### src/logic/acs_pkg.sv
// Shared constants, types and helpers of the conversion sequencer.
// Assumes a single 200 MHz system clock, which is also the oscillator
// period used for the conversion-period table.
package acs_pkg;

    // ==================================================================
    // Conversion shape
    // ==================================================================
    localparam int ACS_RES_BITS = 12;
    localparam int ACS_TAD_TOTAL = 13;
    localparam logic [3:0] ACS_TAD_LAST = 4'hc;
    localparam logic [3:0] ACS_TAD_SETTLE = 4'h0;
    localparam logic [ACS_RES_BITS-1:0] ACS_MSB_MASK = 12'h800;
    localparam int ACS_PERIOD_W = 9;

    // ==================================================================
    // Field codes
    // ==================================================================
    localparam logic [3:0] ACS_MODE_SPECIAL_EVENT = 4'hb;
    localparam logic [1:0] ACS_CLK_OSC2 = 2'h0;
    localparam logic [1:0] ACS_CLK_OSC8 = 2'h1;
    localparam logic [1:0] ACS_CLK_OSC32 = 2'h2;
    localparam logic [1:0] ACS_CLK_RC = 2'h3;
    localparam logic [2:0] ACS_REF_INT_BOTH = 3'h2;
    localparam logic [2:0] ACS_REF_INT_HIGH = 3'h4;
    localparam logic [2:0] ACS_REF_INT_LOW = 3'h6;
    localparam logic [2:0] ACS_REF_INT_LOW_ONLY = 3'h7;

    // Period lengths counted in ticks.  A tick is one oscillator period,
    // or one edge of the RC oscillator, so one RC period is two ticks.
    localparam logic [ACS_PERIOD_W-1:0] ACS_TICKS_OSC2 = 9'h002;
    localparam logic [ACS_PERIOD_W-1:0] ACS_TICKS_OSC8 = 9'h008;
    localparam logic [ACS_PERIOD_W-1:0] ACS_TICKS_OSC32 = 9'h020;
    localparam logic [ACS_PERIOD_W-1:0] ACS_TICKS_RC = 9'h002;
    localparam int ACS_REF_SCALE_SHIFT = 3;

    // ==================================================================
    // Carriers
    // ==================================================================
    typedef struct packed {
        logic wr;
        logic converter_on;
        logic start;
    } acs_ctl_wr_t;

    typedef struct packed {
        logic [7:0] high_byte;
        logic [7:0] low_byte;
    } acs_result_t;

    // ==================================================================
    // Helpers
    // ==================================================================
    function automatic logic internal_ref_used(input logic [2:0] cfg);
        internal_ref_used = (cfg == ACS_REF_INT_BOTH) ||
                            (cfg == ACS_REF_INT_HIGH) ||
                            (cfg == ACS_REF_INT_LOW) ||
                            (cfg == ACS_REF_INT_LOW_ONLY);
    endfunction : internal_ref_used

    function automatic logic [ACS_PERIOD_W-1:0] tad_ticks(
        input logic [1:0] sel,
        input logic internal_ref
    );
        logic [ACS_PERIOD_W-1:0] base;
        case (sel)
            ACS_CLK_OSC2: base = ACS_TICKS_OSC2;
            ACS_CLK_OSC8: base = ACS_TICKS_OSC8;
            ACS_CLK_OSC32: base = ACS_TICKS_OSC32;
            default: base = ACS_TICKS_RC;
        endcase
        tad_ticks = internal_ref ? (base << ACS_REF_SCALE_SHIFT) : base;
    endfunction : tad_ticks

endpackage : acs_pkg

### src/logic/acs_sequencer.sv
// Control and timing of a successive-approximation converter.
// Assumes software drives the control write and flag clear as one-cycle
// pulses on sys_clk, that the special event pulse comes from logic on
// sys_clk, and that the RC oscillator and comparator are asynchronous.

// Overview of operation
// - One settling period, then twelve bit periods.
// - Clock select picks 2, 8, 32 Tosc or RC.
// - Internal reference multiplies the period by eight.
// - Done flag rises at fourteenth period's rise.
// - Start bit clears at fourteenth period's fall.
// - Special event trigger starts conversion when on.
// - Special event trigger clears the sixteen-bit timer.
// - Trigger ignored when off, timer still cleared.
// - Reset clears control and aborts conversion.
// - Reset leaves both result bytes unchanged.
// - Writing start begins conversion; hardware clears it.
// - Clearing start aborts and stores partial result.
// - Setting on and start together cancels start.
// - Reference codes 010,100,110,111 mean internal reference.
module acs_sequencer (
    input wire logic sys_clk,
    input wire logic sys_rst,
    input wire acs_pkg::acs_ctl_wr_t ctl_wr,
    input wire logic done_flag_clr,
    input wire logic [1:0] conv_clock_select,
    input wire logic [2:0] reference_config,
    input wire logic [3:0] capture_compare_mode,
    input wire logic result_right_justify,
    input wire logic special_event,
    input wire logic rc_osc,
    input wire logic comparator_in,
    output logic converter_on_r,
    output logic conv_busy_r,
    output logic conversion_done_flag_r,
    output logic timer_clear_r,
    output logic settling_r,
    output logic [acs_pkg::ACS_RES_BITS-1:0] dac_trial_r,
    output acs_pkg::acs_result_t result_r
);
    import acs_pkg::*;

    logic rc_s1_r;
    logic rc_s2_r;
    logic rc_s3_r;
    logic cmp_s1_r;
    logic cmp_s2_r;
    logic cmp_s3_r;
    logic cmp_r;
    logic use_rc_r;
    logic [ACS_PERIOD_W-1:0] period_r;
    logic [3:0] tad_idx_r;
    logic [ACS_RES_BITS-1:0] mask_r;
    logic tick;
    logic tad_rise;
    logic tad_fall;
    logic sw_start;
    logic sw_abort;
    logic ev_start;
    logic start;
    logic finish;
    logic [ACS_RES_BITS-1:0] decided;

    // ==================================================================
    // Input synchronisers
    // ==================================================================
    // Three stages; a comparator change counts once the second and third agree, an RC edge while they differ.
    always_ff @(posedge sys_clk) begin
        rc_s1_r <= rc_osc;
        rc_s2_r <= rc_s1_r;
        rc_s3_r <= rc_s2_r;
    end

    always_ff @(posedge sys_clk) begin
        cmp_s1_r <= comparator_in;
        cmp_s2_r <= cmp_s1_r;
        cmp_s3_r <= cmp_s2_r;
        if (cmp_s2_r == cmp_s3_r) begin
            cmp_r <= cmp_s3_r;
        end
    end

    // Each RC edge is one tick; the RC period is thus two ticks.
    assign tick = use_rc_r ? (rc_s2_r != rc_s3_r) : 1'b1;

    // ==================================================================
    // Start and abort decode
    // ==================================================================
    // A write that switches the converter on cannot also start it.
    assign sw_start = ctl_wr.wr && ctl_wr.start && converter_on_r &&
                      ctl_wr.converter_on && !conv_busy_r;
    assign sw_abort = ctl_wr.wr && !ctl_wr.start && conv_busy_r;
    assign ev_start = special_event && converter_on_r &&
        (capture_compare_mode == ACS_MODE_SPECIAL_EVENT) &&
        !conv_busy_r;
    assign start = (sw_start || ev_start) && !sw_abort;
    assign finish = conv_busy_r && tad_rise && (tad_idx_r == ACS_TAD_LAST);

    // ==================================================================
    // Period selection
    // ==================================================================
    // The period is frozen at start so a mid-conversion change of the
    // select fields cannot produce a short period.
    always_ff @(posedge sys_clk) begin
        if (sys_rst) begin
            period_r <= ACS_TICKS_OSC2;
            use_rc_r <= 1'b0;
        end else if (start) begin
            period_r <= tad_ticks(conv_clock_select,
                internal_ref_used(reference_config));
            use_rc_r <= (conv_clock_select == ACS_CLK_RC);
        end
    end

    acs_tad_divider #(
        .PERIOD_W(ACS_PERIOD_W)
    ) u_div (
        .sys_clk(sys_clk),
        .sys_rst(sys_rst),
        .restart(start || !conv_busy_r),
        .tick(tick),
        .period(period_r),
        .tad_rise(tad_rise),
        .tad_fall(tad_fall)
    );

    // ==================================================================
    // Control bits
    // ==================================================================
    always_ff @(posedge sys_clk) begin
        if (sys_rst) begin
            converter_on_r <= 1'b0;
        end else if (ctl_wr.wr) begin
            converter_on_r <= ctl_wr.converter_on;
        end
    end

    // Busy stays up into the completion period and drops on its fall.
    always_ff @(posedge sys_clk) begin
        if (sys_rst) begin
            conv_busy_r <= 1'b0;
        end else if (start) begin
            conv_busy_r <= 1'b1;
        end else if (sw_abort) begin
            conv_busy_r <= 1'b0;
        end else if (tad_fall && tad_idx_r > ACS_TAD_LAST) begin
            conv_busy_r <= 1'b0;
        end
    end

    // Completion wins over a clear in the same cycle.
    always_ff @(posedge sys_clk) begin
        if (sys_rst) begin
            conversion_done_flag_r <= 1'b0;
        end else if (finish) begin
            conversion_done_flag_r <= 1'b1;
        end else if (done_flag_clr) begin
            conversion_done_flag_r <= 1'b0;
        end
    end

    // The timer is cleared by every trigger, whether or not on.
    always_ff @(posedge sys_clk) begin
        if (sys_rst) begin
            timer_clear_r <= 1'b0;
        end else begin
            timer_clear_r <= special_event &&
                (capture_compare_mode == ACS_MODE_SPECIAL_EVENT);
        end
    end

    // ==================================================================
    // Period counter and approximation register
    // ==================================================================
    // Index 0 is the settling period; indices 1 to 12 resolve bits from
    // the top down; index 13 is the completion period.
    always_ff @(posedge sys_clk) begin
        if (sys_rst || start) begin
            tad_idx_r <= ACS_TAD_SETTLE;
            mask_r <= '0;
            dac_trial_r <= '0;
            settling_r <= start;
        end else if (conv_busy_r && tad_rise) begin
            tad_idx_r <= tad_idx_r + 4'h1;
            settling_r <= 1'b0;
            mask_r <= (tad_idx_r == ACS_TAD_SETTLE) ? ACS_MSB_MASK
                                                    : (mask_r >> 1);
            if (tad_idx_r == ACS_TAD_SETTLE) begin
                dac_trial_r <= ACS_MSB_MASK;
            end else if (tad_idx_r <= ACS_TAD_LAST) begin
                dac_trial_r <= (cmp_r ? dac_trial_r : (dac_trial_r & ~mask_r))
                               | (mask_r >> 1);
            end
        end else if (!conv_busy_r) begin
            settling_r <= 1'b0;
        end
    end

    // Bits still undecided read as zero in a partial result.
    assign decided = cmp_r ? dac_trial_r : (dac_trial_r & ~mask_r);

    // ==================================================================
    // Result bytes
    // ==================================================================
    // No reset here: the bytes keep their contents through a reset.
    always_ff @(posedge sys_clk) begin
        if (finish || sw_abort) begin
            if (result_right_justify) begin
                result_r <= {4'h0, (sw_abort ? (dac_trial_r & ~mask_r)
                                             : decided)};
            end else begin
                result_r <= {(sw_abort ? (dac_trial_r & ~mask_r)
                                       : decided), 4'h0};
            end
        end
    end

endmodule : acs_sequencer

### src/logic/acs_tad_divider.sv
// Conversion-period divider: turns ticks into rise and fall enables.
// Assumes tick and restart come from logic on sys_clk; period is at
// least two ticks and stays steady while a conversion runs.
module acs_tad_divider #(
    parameter int PERIOD_W = 9
) (
    input wire logic sys_clk,
    input wire logic sys_rst,
    input wire logic restart,
    input wire logic tick,
    input wire logic [PERIOD_W-1:0] period,
    output logic tad_rise,
    output logic tad_fall
);
    import acs_pkg::*;

    logic [PERIOD_W-1:0] cnt_r;
    logic [PERIOD_W-1:0] cnt_nxt;
    logic [PERIOD_W-1:0] half;

    assign cnt_nxt = cnt_r + 1'b1;
    assign half = period >> 1;

    // ==================================================================
    // Tick counter
    // ==================================================================
    // A restart empties the count so the first period is a full one.
    always_ff @(posedge sys_clk) begin
        if (sys_rst || restart) begin
            cnt_r <= '0;
            tad_rise <= 1'b0;
            tad_fall <= 1'b0;
        end else begin
            tad_rise <= 1'b0;
            tad_fall <= 1'b0;
            if (tick) begin
                if (cnt_nxt == period) begin
                    cnt_r <= '0;
                    tad_rise <= 1'b1;
                end else begin
                    cnt_r <= cnt_nxt;
                    tad_fall <= (cnt_nxt == half);
                end
            end
        end
    end

endmodule : acs_tad_divider

### config.mk
export PLATFORM = sky130hd
export DESIGN_NAME = acs_sequencer
export DESIGN_NICKNAME = d
export VERILOG_FILES = /design/src/logic/acs_pkg.sv /design/src/logic/acs_sequencer.sv /design/src/logic/acs_tad_divider.sv
export SDC_FILE = /design/constraint.sdc
export NUM_CORES = 1
export LEC_CHECK = 0
export BUFFER_PORTS_ARGS = -buffer_cell sky130_fd_sc_hd__buf_2
export CORE_ASPECT_RATIO = 0.8
export CORE_MARGIN = 5
export CORE_UTILIZATION = 60
export DETAILED_ROUTE_END_ITERATION = 7
export PLACE_DENSITY = 0.89
export SYNTH_ARGS = -nofsm -noshare
export SYNTH_HDL_FRONTEND = slang
export SYNTH_HIERARCHICAL = 1
export SYNTH_SLANG_ARGS = --single-unit
export TNS_END_PERCENT = 50
### constraint.sdc
create_clock -name sys_clk -period 4.2 [get_ports sys_clk]
set_input_delay 0 -clock sys_clk [delete_from_list [all_inputs] [get_ports sys_clk]]
set_output_delay 0 -clock sys_clk [all_outputs]
set_load 0.02 [all_outputs]
==> results.tsv, run 1 <==
stage	metric	value	unit
logic_synthesis	sequential element share of the synthesized area	0.412	
setup_path	CP Capture Type	flop	
grt	vias in the first global route	3391	
logic_synthesis	syn_area_per_cell	8.73	um2
clocking	Clk Latency, worst-skew pair	350	ps
setup_path	Top delay family on crit path	simple AND/OR/NAND/NOR gates	
die	initial core utilization	0.623	
timing	skew final	9.96	ps
finish	Final #Nets	533	
detailed_routing	Avg Vias per Cell	6.13	
finish	synth-to-layout area growth	12.4	%
logic_synthesis	Cell variety after synth	56	
setup_path	critical setup path kind	flop to flop	
die	io pins	52	
detailed_routing	via count	3662	
worst_hold_path	Worst Hold Class	input port to flop	
timing	min Tclk post-route	2540	ps
setup_path	CP Data Required Time	4430	ps
clocking	clk slew on worst S/H paths	80	ps
clocking	H-tree Lvls	3	
flow_run	max cap viols	0	
grt	largest net degree at the start of global routing	35	
setup_path	Slowest-stage cell, CP	or4_1	
die	Die Width	102	um
clocking	CTS Buf Count	9	
timing	setup violators final	0	
grt	global route overflow	0	
grt	antenna violations before repair	0	
clocking	post_cts resized	0	
finish	layout cells sized above 1	0.148	
logic_synthesis	most frequent cells after synthesis	dfxtp_1 (56), nand2_1 (55), nand3_1 (39), a21oi_1 (24)	
grt	Total GRT Usage	0.238	
clocking	CTS Root Cell	clkbuf_8	
logic_synthesis	Post-Synthesis Cells	462	
placement	Detail Placement HPWL	6750	um
timing	RSZ-0062 raised after global routing	no	
setup_path	crit-path max FO	10	
timing	Slew @ Worst Pin	1030	ps
detailed_routing	DR pass1 iterations	5	
clocking	CTS tree	yes	
logic_synthesis	Post-synth ARST share	0	
die	die area	8480	um2
timing	Final TNS setup	0	ps
detailed_routing	Routed WL	9720	um
clocking	CTS Sinks	74	
placement	GPL Wtd Cong	0.917	
setup_path	WP buf/inv	0	
logic_synthesis	Top FF cell, synth	dfxtp_1	
setup_path	CP peak stage delay	710	ps
power_and_ir_drop	pwr dens	294	nW/um2
timing	crit share post-route	0.605	
detailed_routing	Iter 0 DRT Violations	485	
die	Std-Cell Rows	26	
setup_path	Critical Path AT	2770	ps
die	die height	83.4	um
die	core area	6470	um2
timing	relative slew slack	0.311	
logic_synthesis	flops & latches, synth	74	
clocking	clock buffer depth	2	
placement	I/O Buffers	51	
setup_path	CP Cell Sequence	ha_1 > and3_1 > and4_1 > o32ai_1 > or4_1 > nand3_1 > a21oi_1	
logic_synthesis	top-count cell post-synth	dfxtp_1	
logic_synthesis	Ys Warns	6	
detailed_routing	drt wl/cell	16.3	um
setup_path	Critical Path Source Type	flop	
timing	Slew Viols, Final	0	
timing	Hold Fails Final Rpt	0	
logic_synthesis	Post-Syn Area	4040	um2
timing	Achievable Freq	394	MHz
power_and_ir_drop	static leakage	1.71	nW
logic_synthesis	Yosys top cell by area	dfxtp_1	
finish	antenna cells	0	
power_and_ir_drop	overall power	0.00133	W
grt	first-pass GRT wire length	16400	um
detailed_routing	remaining antenna violation count	0	
power_and_ir_drop	VDD IR max	289	uV
logic_synthesis	EDFF count, synth	18	
logic_synthesis	ranking of synthesized cells by area	dfxtp_1 (28%), edfxtp_1 (13%), nand2_1 (5.1%), nand3_1 (4.8%), xor2_1 (3.0%)	
detailed_routing	DRC Markers	0	
status	outcome	complete, no violations	
logic_synthesis	area fraction of the dominant cell type after synthesis	0.278	
==> worst paths after layout <==
kind,slack (ps),startpoint,depth (start not counted),endpoint
worst max-delay path,1660,u_div/cnt_r[0],7,u_div/cnt_r[1]
worst min-delay path,30,reference_config[1],4,period_r[3]
worst max register to register,1660,u_div/cnt_r[0],7,u_div/cnt_r[1]
worst min register to register,330,cmp_s1_r,0,cmp_s2_r
==> final cells by class <==
| cell class | instances | area (um2) |
|---|---|---|
| inverters | 21 | 78.8 |
| multi-input cells | 340 | 2140 |
| repair buffers | 62 | 363 |
| flip-flops and latches | 74 | 1660 |
| clock buffers | 10 | 128 |
| fillers | 486 | 1940 |
| well taps | 84 | 105 |
| clock inverters | 6 | 57.6 |
==> placed cells by master, fill, tap and decap left out, drive strengths merged, types with 11 or more instances in the layout <==
master  Yosys  routed
a22oi      11      11
nor2b      13      13
xor2       14      14
a21boi     12      12
nand3      40      40
nand2b     14      14
edfxtp     18      18
nand2      55      55
nor2       18      18
a21oi      24      24
buf        23      52
a31oi      13      13
xnor2      12      12
nand4      13      13
inv        19      19
dfxtp      56      56
==> repair_timing <==
| action | CTS | global route |
|---|---|---|
| hold endpoints to repair | 6 | 0 |
| hold buffers | 10 | 0 |
| buffers inserted | 0 | 0 |
==> cells by family after synthesis <==
| group | synth area share |
|---|---|
| flip-flops | 0.412 |
| adder cells (fa/ha/maj) | 0.0186 |
| AO/OA/AOI/OAI | 0.166 |
| multiplexers | 0.0226 |
| AND/OR/NAND/NOR | 0.261 |
| XOR/XNOR | 0.0564 |
| buffers and inverters | 0.0633 |
| other | 0.000929 |
==> worst reg2reg max path, cell delays in order (launching register included) <==
cell and delay, ps:
dfxtp_1 470, ha_1 360, and3_1 290, and4_1 220
o32ai_1 100, or4_1 710, nand3_1 200, a21oi_1 90
==> sequential cells by signal (all words and copies together) (netlist names) <==
register / cells
settling_r: 1
rc_s2_r: 1
u_div/cnt_r: 9
result_r: 16
period_r: 6
u_div/tad_fall: 1
cmp_s2_r: 1
cmp_s1_r: 1
converter_on_r: 1
conv_busy_r: 1
tad_idx_r: 4
use_rc_r: 1
dac_trial_r: 12
u_div/tad_rise: 1
mask_r: 12
rc_s1_r: 1
cmp_r: 1
rc_s3_r: 1
cmp_s3_r: 1
conversion_done_flag_r: 1
timer_clear_r: 1
==> where the power goes <==
part | switching, W | leakage, nW | internal (W)
registers | 0.00000923 | 0.620 | 0.000732
clock network | 0.000257 | 0.0958 | 0.000270
logic | 0.0000356 | 0.993 | 0.0000297
==> per-stage QoR <==
step	setup WS (ps)	hold WS, ps	std cells	cell area (um2)	util
5_1_grt	1620	55.5	597	4530	0.700
2_1_floorplan	2110	27.7	468	4060	-
6_report	1660	26.4	597	4530	0.700
3_5_place_dp	1770	105	571	4250	0.656
4_1_cts	1750	13.9	597	4530	0.700
3_3_place_gp	1860	104	571	4250	0.656
==> per-layer routing <==
layer / routed length (um) / global-route usage
met1: 4180 / 0.340
met3: 995 / 0.0662
met5: 0 / 0
met4: 171 / 0.0737
met2: 4370 / 0.348
(Power assumes the default switching activity.)
==> inputs of run 2 (changes only) <==
Settings changed: CORE_UTILIZATION 60 to 52, PLACE_DENSITY 0.89 to 0.83.
Clock period 4.2 ns to 2.06 ns, I/O delays scaled along.
==> results.tsv, run 2 (synthesized netlist as in run 1, its figures left out) <==
stage	metric	value	unit	change
status	outcome	complete, no violations		unchanged
grt	largest net degree at the start of global routing	29		was 35
clocking	CTS tree	yes		unchanged
detailed_routing	Routed WL	10800	um	was 9720 um
setup_path	cells on worst reg2reg path	7		unchanged
power_and_ir_drop	overall power	0.00300	W	was 0.00133 W
finish	final instance area	5000	um2	was 4530 um2
grt	first-pass GRT wire length	16900	um	was 16400 um
setup_path	crit-path max FO	5		was 10
die	Die Width	108	um	was 102 um
placement	area of placed instances	4550	um2	was 4250 um2
setup_path	CP Data Required Time	2290	ps	was 4430 ps
detailed_routing	DR pass1 iterations	8		was 5
detailed_routing	Avg Vias per Cell	5.89		was 6.13
timing	Slew Viols, Final	0		unchanged
clocking	CTS Buf Count	9		unchanged
detailed_routing	DRC Markers	0		unchanged
timing	RSZ-0062 raised after global routing	yes		was no
timing	skew final	9.28	ps	was 9.96 ps
timing	min Tclk post-route	2030	ps	was 2540 ps
power_and_ir_drop	pwr dens	600	nW/um2	was 294 nW/um2
power_and_ir_drop	static leakage	1.94	nW	was 1.71 nW
finish	max FFs per register	16		unchanged
die	io pins	52		unchanged
grt	Total GRT Usage	0.225		was 0.238
placement	I/O Buffers	51		unchanged
setup_path	launch point of the worst reg-to-reg path	u_div/cnt_r[3]		was u_div/cnt_r[0]
timing	Achievable Freq	492	MHz	was 394 MHz
setup_path	Critical Path AT	2260	ps	was 2770 ps
flow_run	max cap viols	0		unchanged
timing	crit share post-route	0.987		was 0.605
die	initial core utilization	0.541		was 0.623
detailed_routing	Iter 0 DRT Violations	491		was 485
setup_path	worst r2r dst	u_div/cnt_r[1]		unchanged
finish	Final Util	0.670		was 0.700
worst_hold_path	hold path depth	2		was 4
clocking	H-tree Lvls	3		unchanged
die	die area	9630	um2	was 8480 um2
detailed_routing	remaining antenna violation count	0		unchanged
power_and_ir_drop	VDD IR max	491	uV	was 289 uV
finish	antenna cells	0		unchanged
finish	Final #Nets	568		was 533
finish	most flop-heavy register	result_r		unchanged
die	core area	7460	um2	was 6470 um2
finish	most frequent cells in the layout	nand2_1 (54), dfxtp_1 (53), buf_2 (51), nand3_1 (36), buf_4 (36)		was dfxtp_1 (56), nand2_1 (55), buf_2 (51), nand3_1 (39), a21oi_1 (24)
setup_path	Critical Path Source Type	flop		unchanged
grt	antenna violations before repair	0		unchanged
finish	Top Registers	result_r: 16 flops, dac_trial_r: 12 flops, mask_r: 12 flops		unchanged
grt	vias in the first global route	3440		was 3391
grt	global route overflow	0		unchanged
finish	layout cells sized above 1	0.250		was 0.148
finish	synth-to-layout area growth	23.9	%	was 12.4%
timing	relative slew slack	0.566		was 0.311
timing	Slew @ Worst Pin	651	ps	was 1030 ps
placement	Detail Placement HPWL	7350	um	was 6750 um
setup_path	CP Capture Type	flop		unchanged
worst_hold_path	Worst Hold Class	input port to flop		unchanged
clocking	clk slew on worst S/H paths	80	ps	about the same
setup_path	critical setup path kind	flop to flop		unchanged
setup_path	R2R Setup Slk	30	ps	was 1660 ps
finish	most common cell after layout, fill and taps aside	nand2_1		was dfxtp_1
timing	setup violators final	0		unchanged
worst_hold_path	hold path startpoint	sys_rst		was reference_config[1]
clocking	Clk Latency, worst-skew pair	350	ps	about the same
worst_hold_path	WHS Endpoint	conversion_done_flag_r		was period_r[3]
detailed_routing	via count	3845		was 3662
clocking	clock buffer depth	2		unchanged
detailed_routing	drt wl/cell	16.6	um	was 16.3 um
clocking	CTS Root Cell	clkbuf_8		unchanged
timing	Hold Fails Final Rpt	0		unchanged
die	Std-Cell Rows	28		was 26
clocking	CTS Sinks	74		unchanged
setup_path	Worst Setup SP	u_div/cnt_r[3]		was u_div/cnt_r[0]
placement	GPL Wtd Cong	0.954		was 0.917
die	die height	88.8	um	was 83.4 um
-- run 2: how the worst max path moves through the flow --
stage | depth (start not counted) | to
global placement | 8 | u_div/cnt_r[4]
CTS | 8 | u_div/cnt_r[1]
finish | 7 | u_div/cnt_r[1]
global route | 7 | u_div/cnt_r[1]
floorplan | 8 | u_div/cnt_r[6]
detailed placement | 8 | u_div/cnt_r[1]
-- run 2: critical path: stages (launching register included) --
cell and delay, ps:
dfxtp_1 470, and4_4 300, nand2_2 90, xnor2_2 160, or4_4 570, buf_6 150
nand3_2 90, a21oi_2 80
-- run 2: layout make-up --
cell class / instances / area (um2)
flip-flops and latches: 74 / 1670
repair buffers: 97 / 629
clock buffers: 9 / 124
clock inverters: 7 / 116
inverters: 21 / 78.8
multi-input cells: 340 / 2250
well taps: 105 / 131
fillers: 565 / 2460
-- run 2: metrics by stage --
stage	std cells	hold slack, ps	setup slack [ps]	TNS, ps
floorplan	468	27.7	19.3	0
global placement	628	103	18.0	0
detailed placement	628	105	-42.3	-85.0
CTS	652	9.92	-42.7	-42.7
global route	653	28.1	-46.2	-209
finish	653	33.3	27.4	0
-- run 2: power breakdown --
group / switching, W / internal [W]
Clock: 0.000544 / 0.000804
Combinational: 0.0000787 / 0.0000649
Sequential: 0.0000163 / 0.00149
Total: 0.000639 / 0.00236
-- run 2: timing repair --
action | in CTS | in global routing
hold endpoints to repair | 5 | 0
endpoints found under the setup margin | 10 | 10
setup buffers | 1 | 0
hold buffers | 7 | 0
gates cloned | 0 | 1
pin swaps | 1 | 4
resized for setup | 3 | 29
-- run 2: routing by layer --
metal / GRT usage / vias up / share of wire
met1: 0.313 / 1795 / 0.42
met5: 0 / - / 0
met3: 0.0525 / 19 / 0.10
met4: 0.0550 / 0 / 0.013
li1: - / 1812 / -
met2: 0.356 / 219 / 0.46
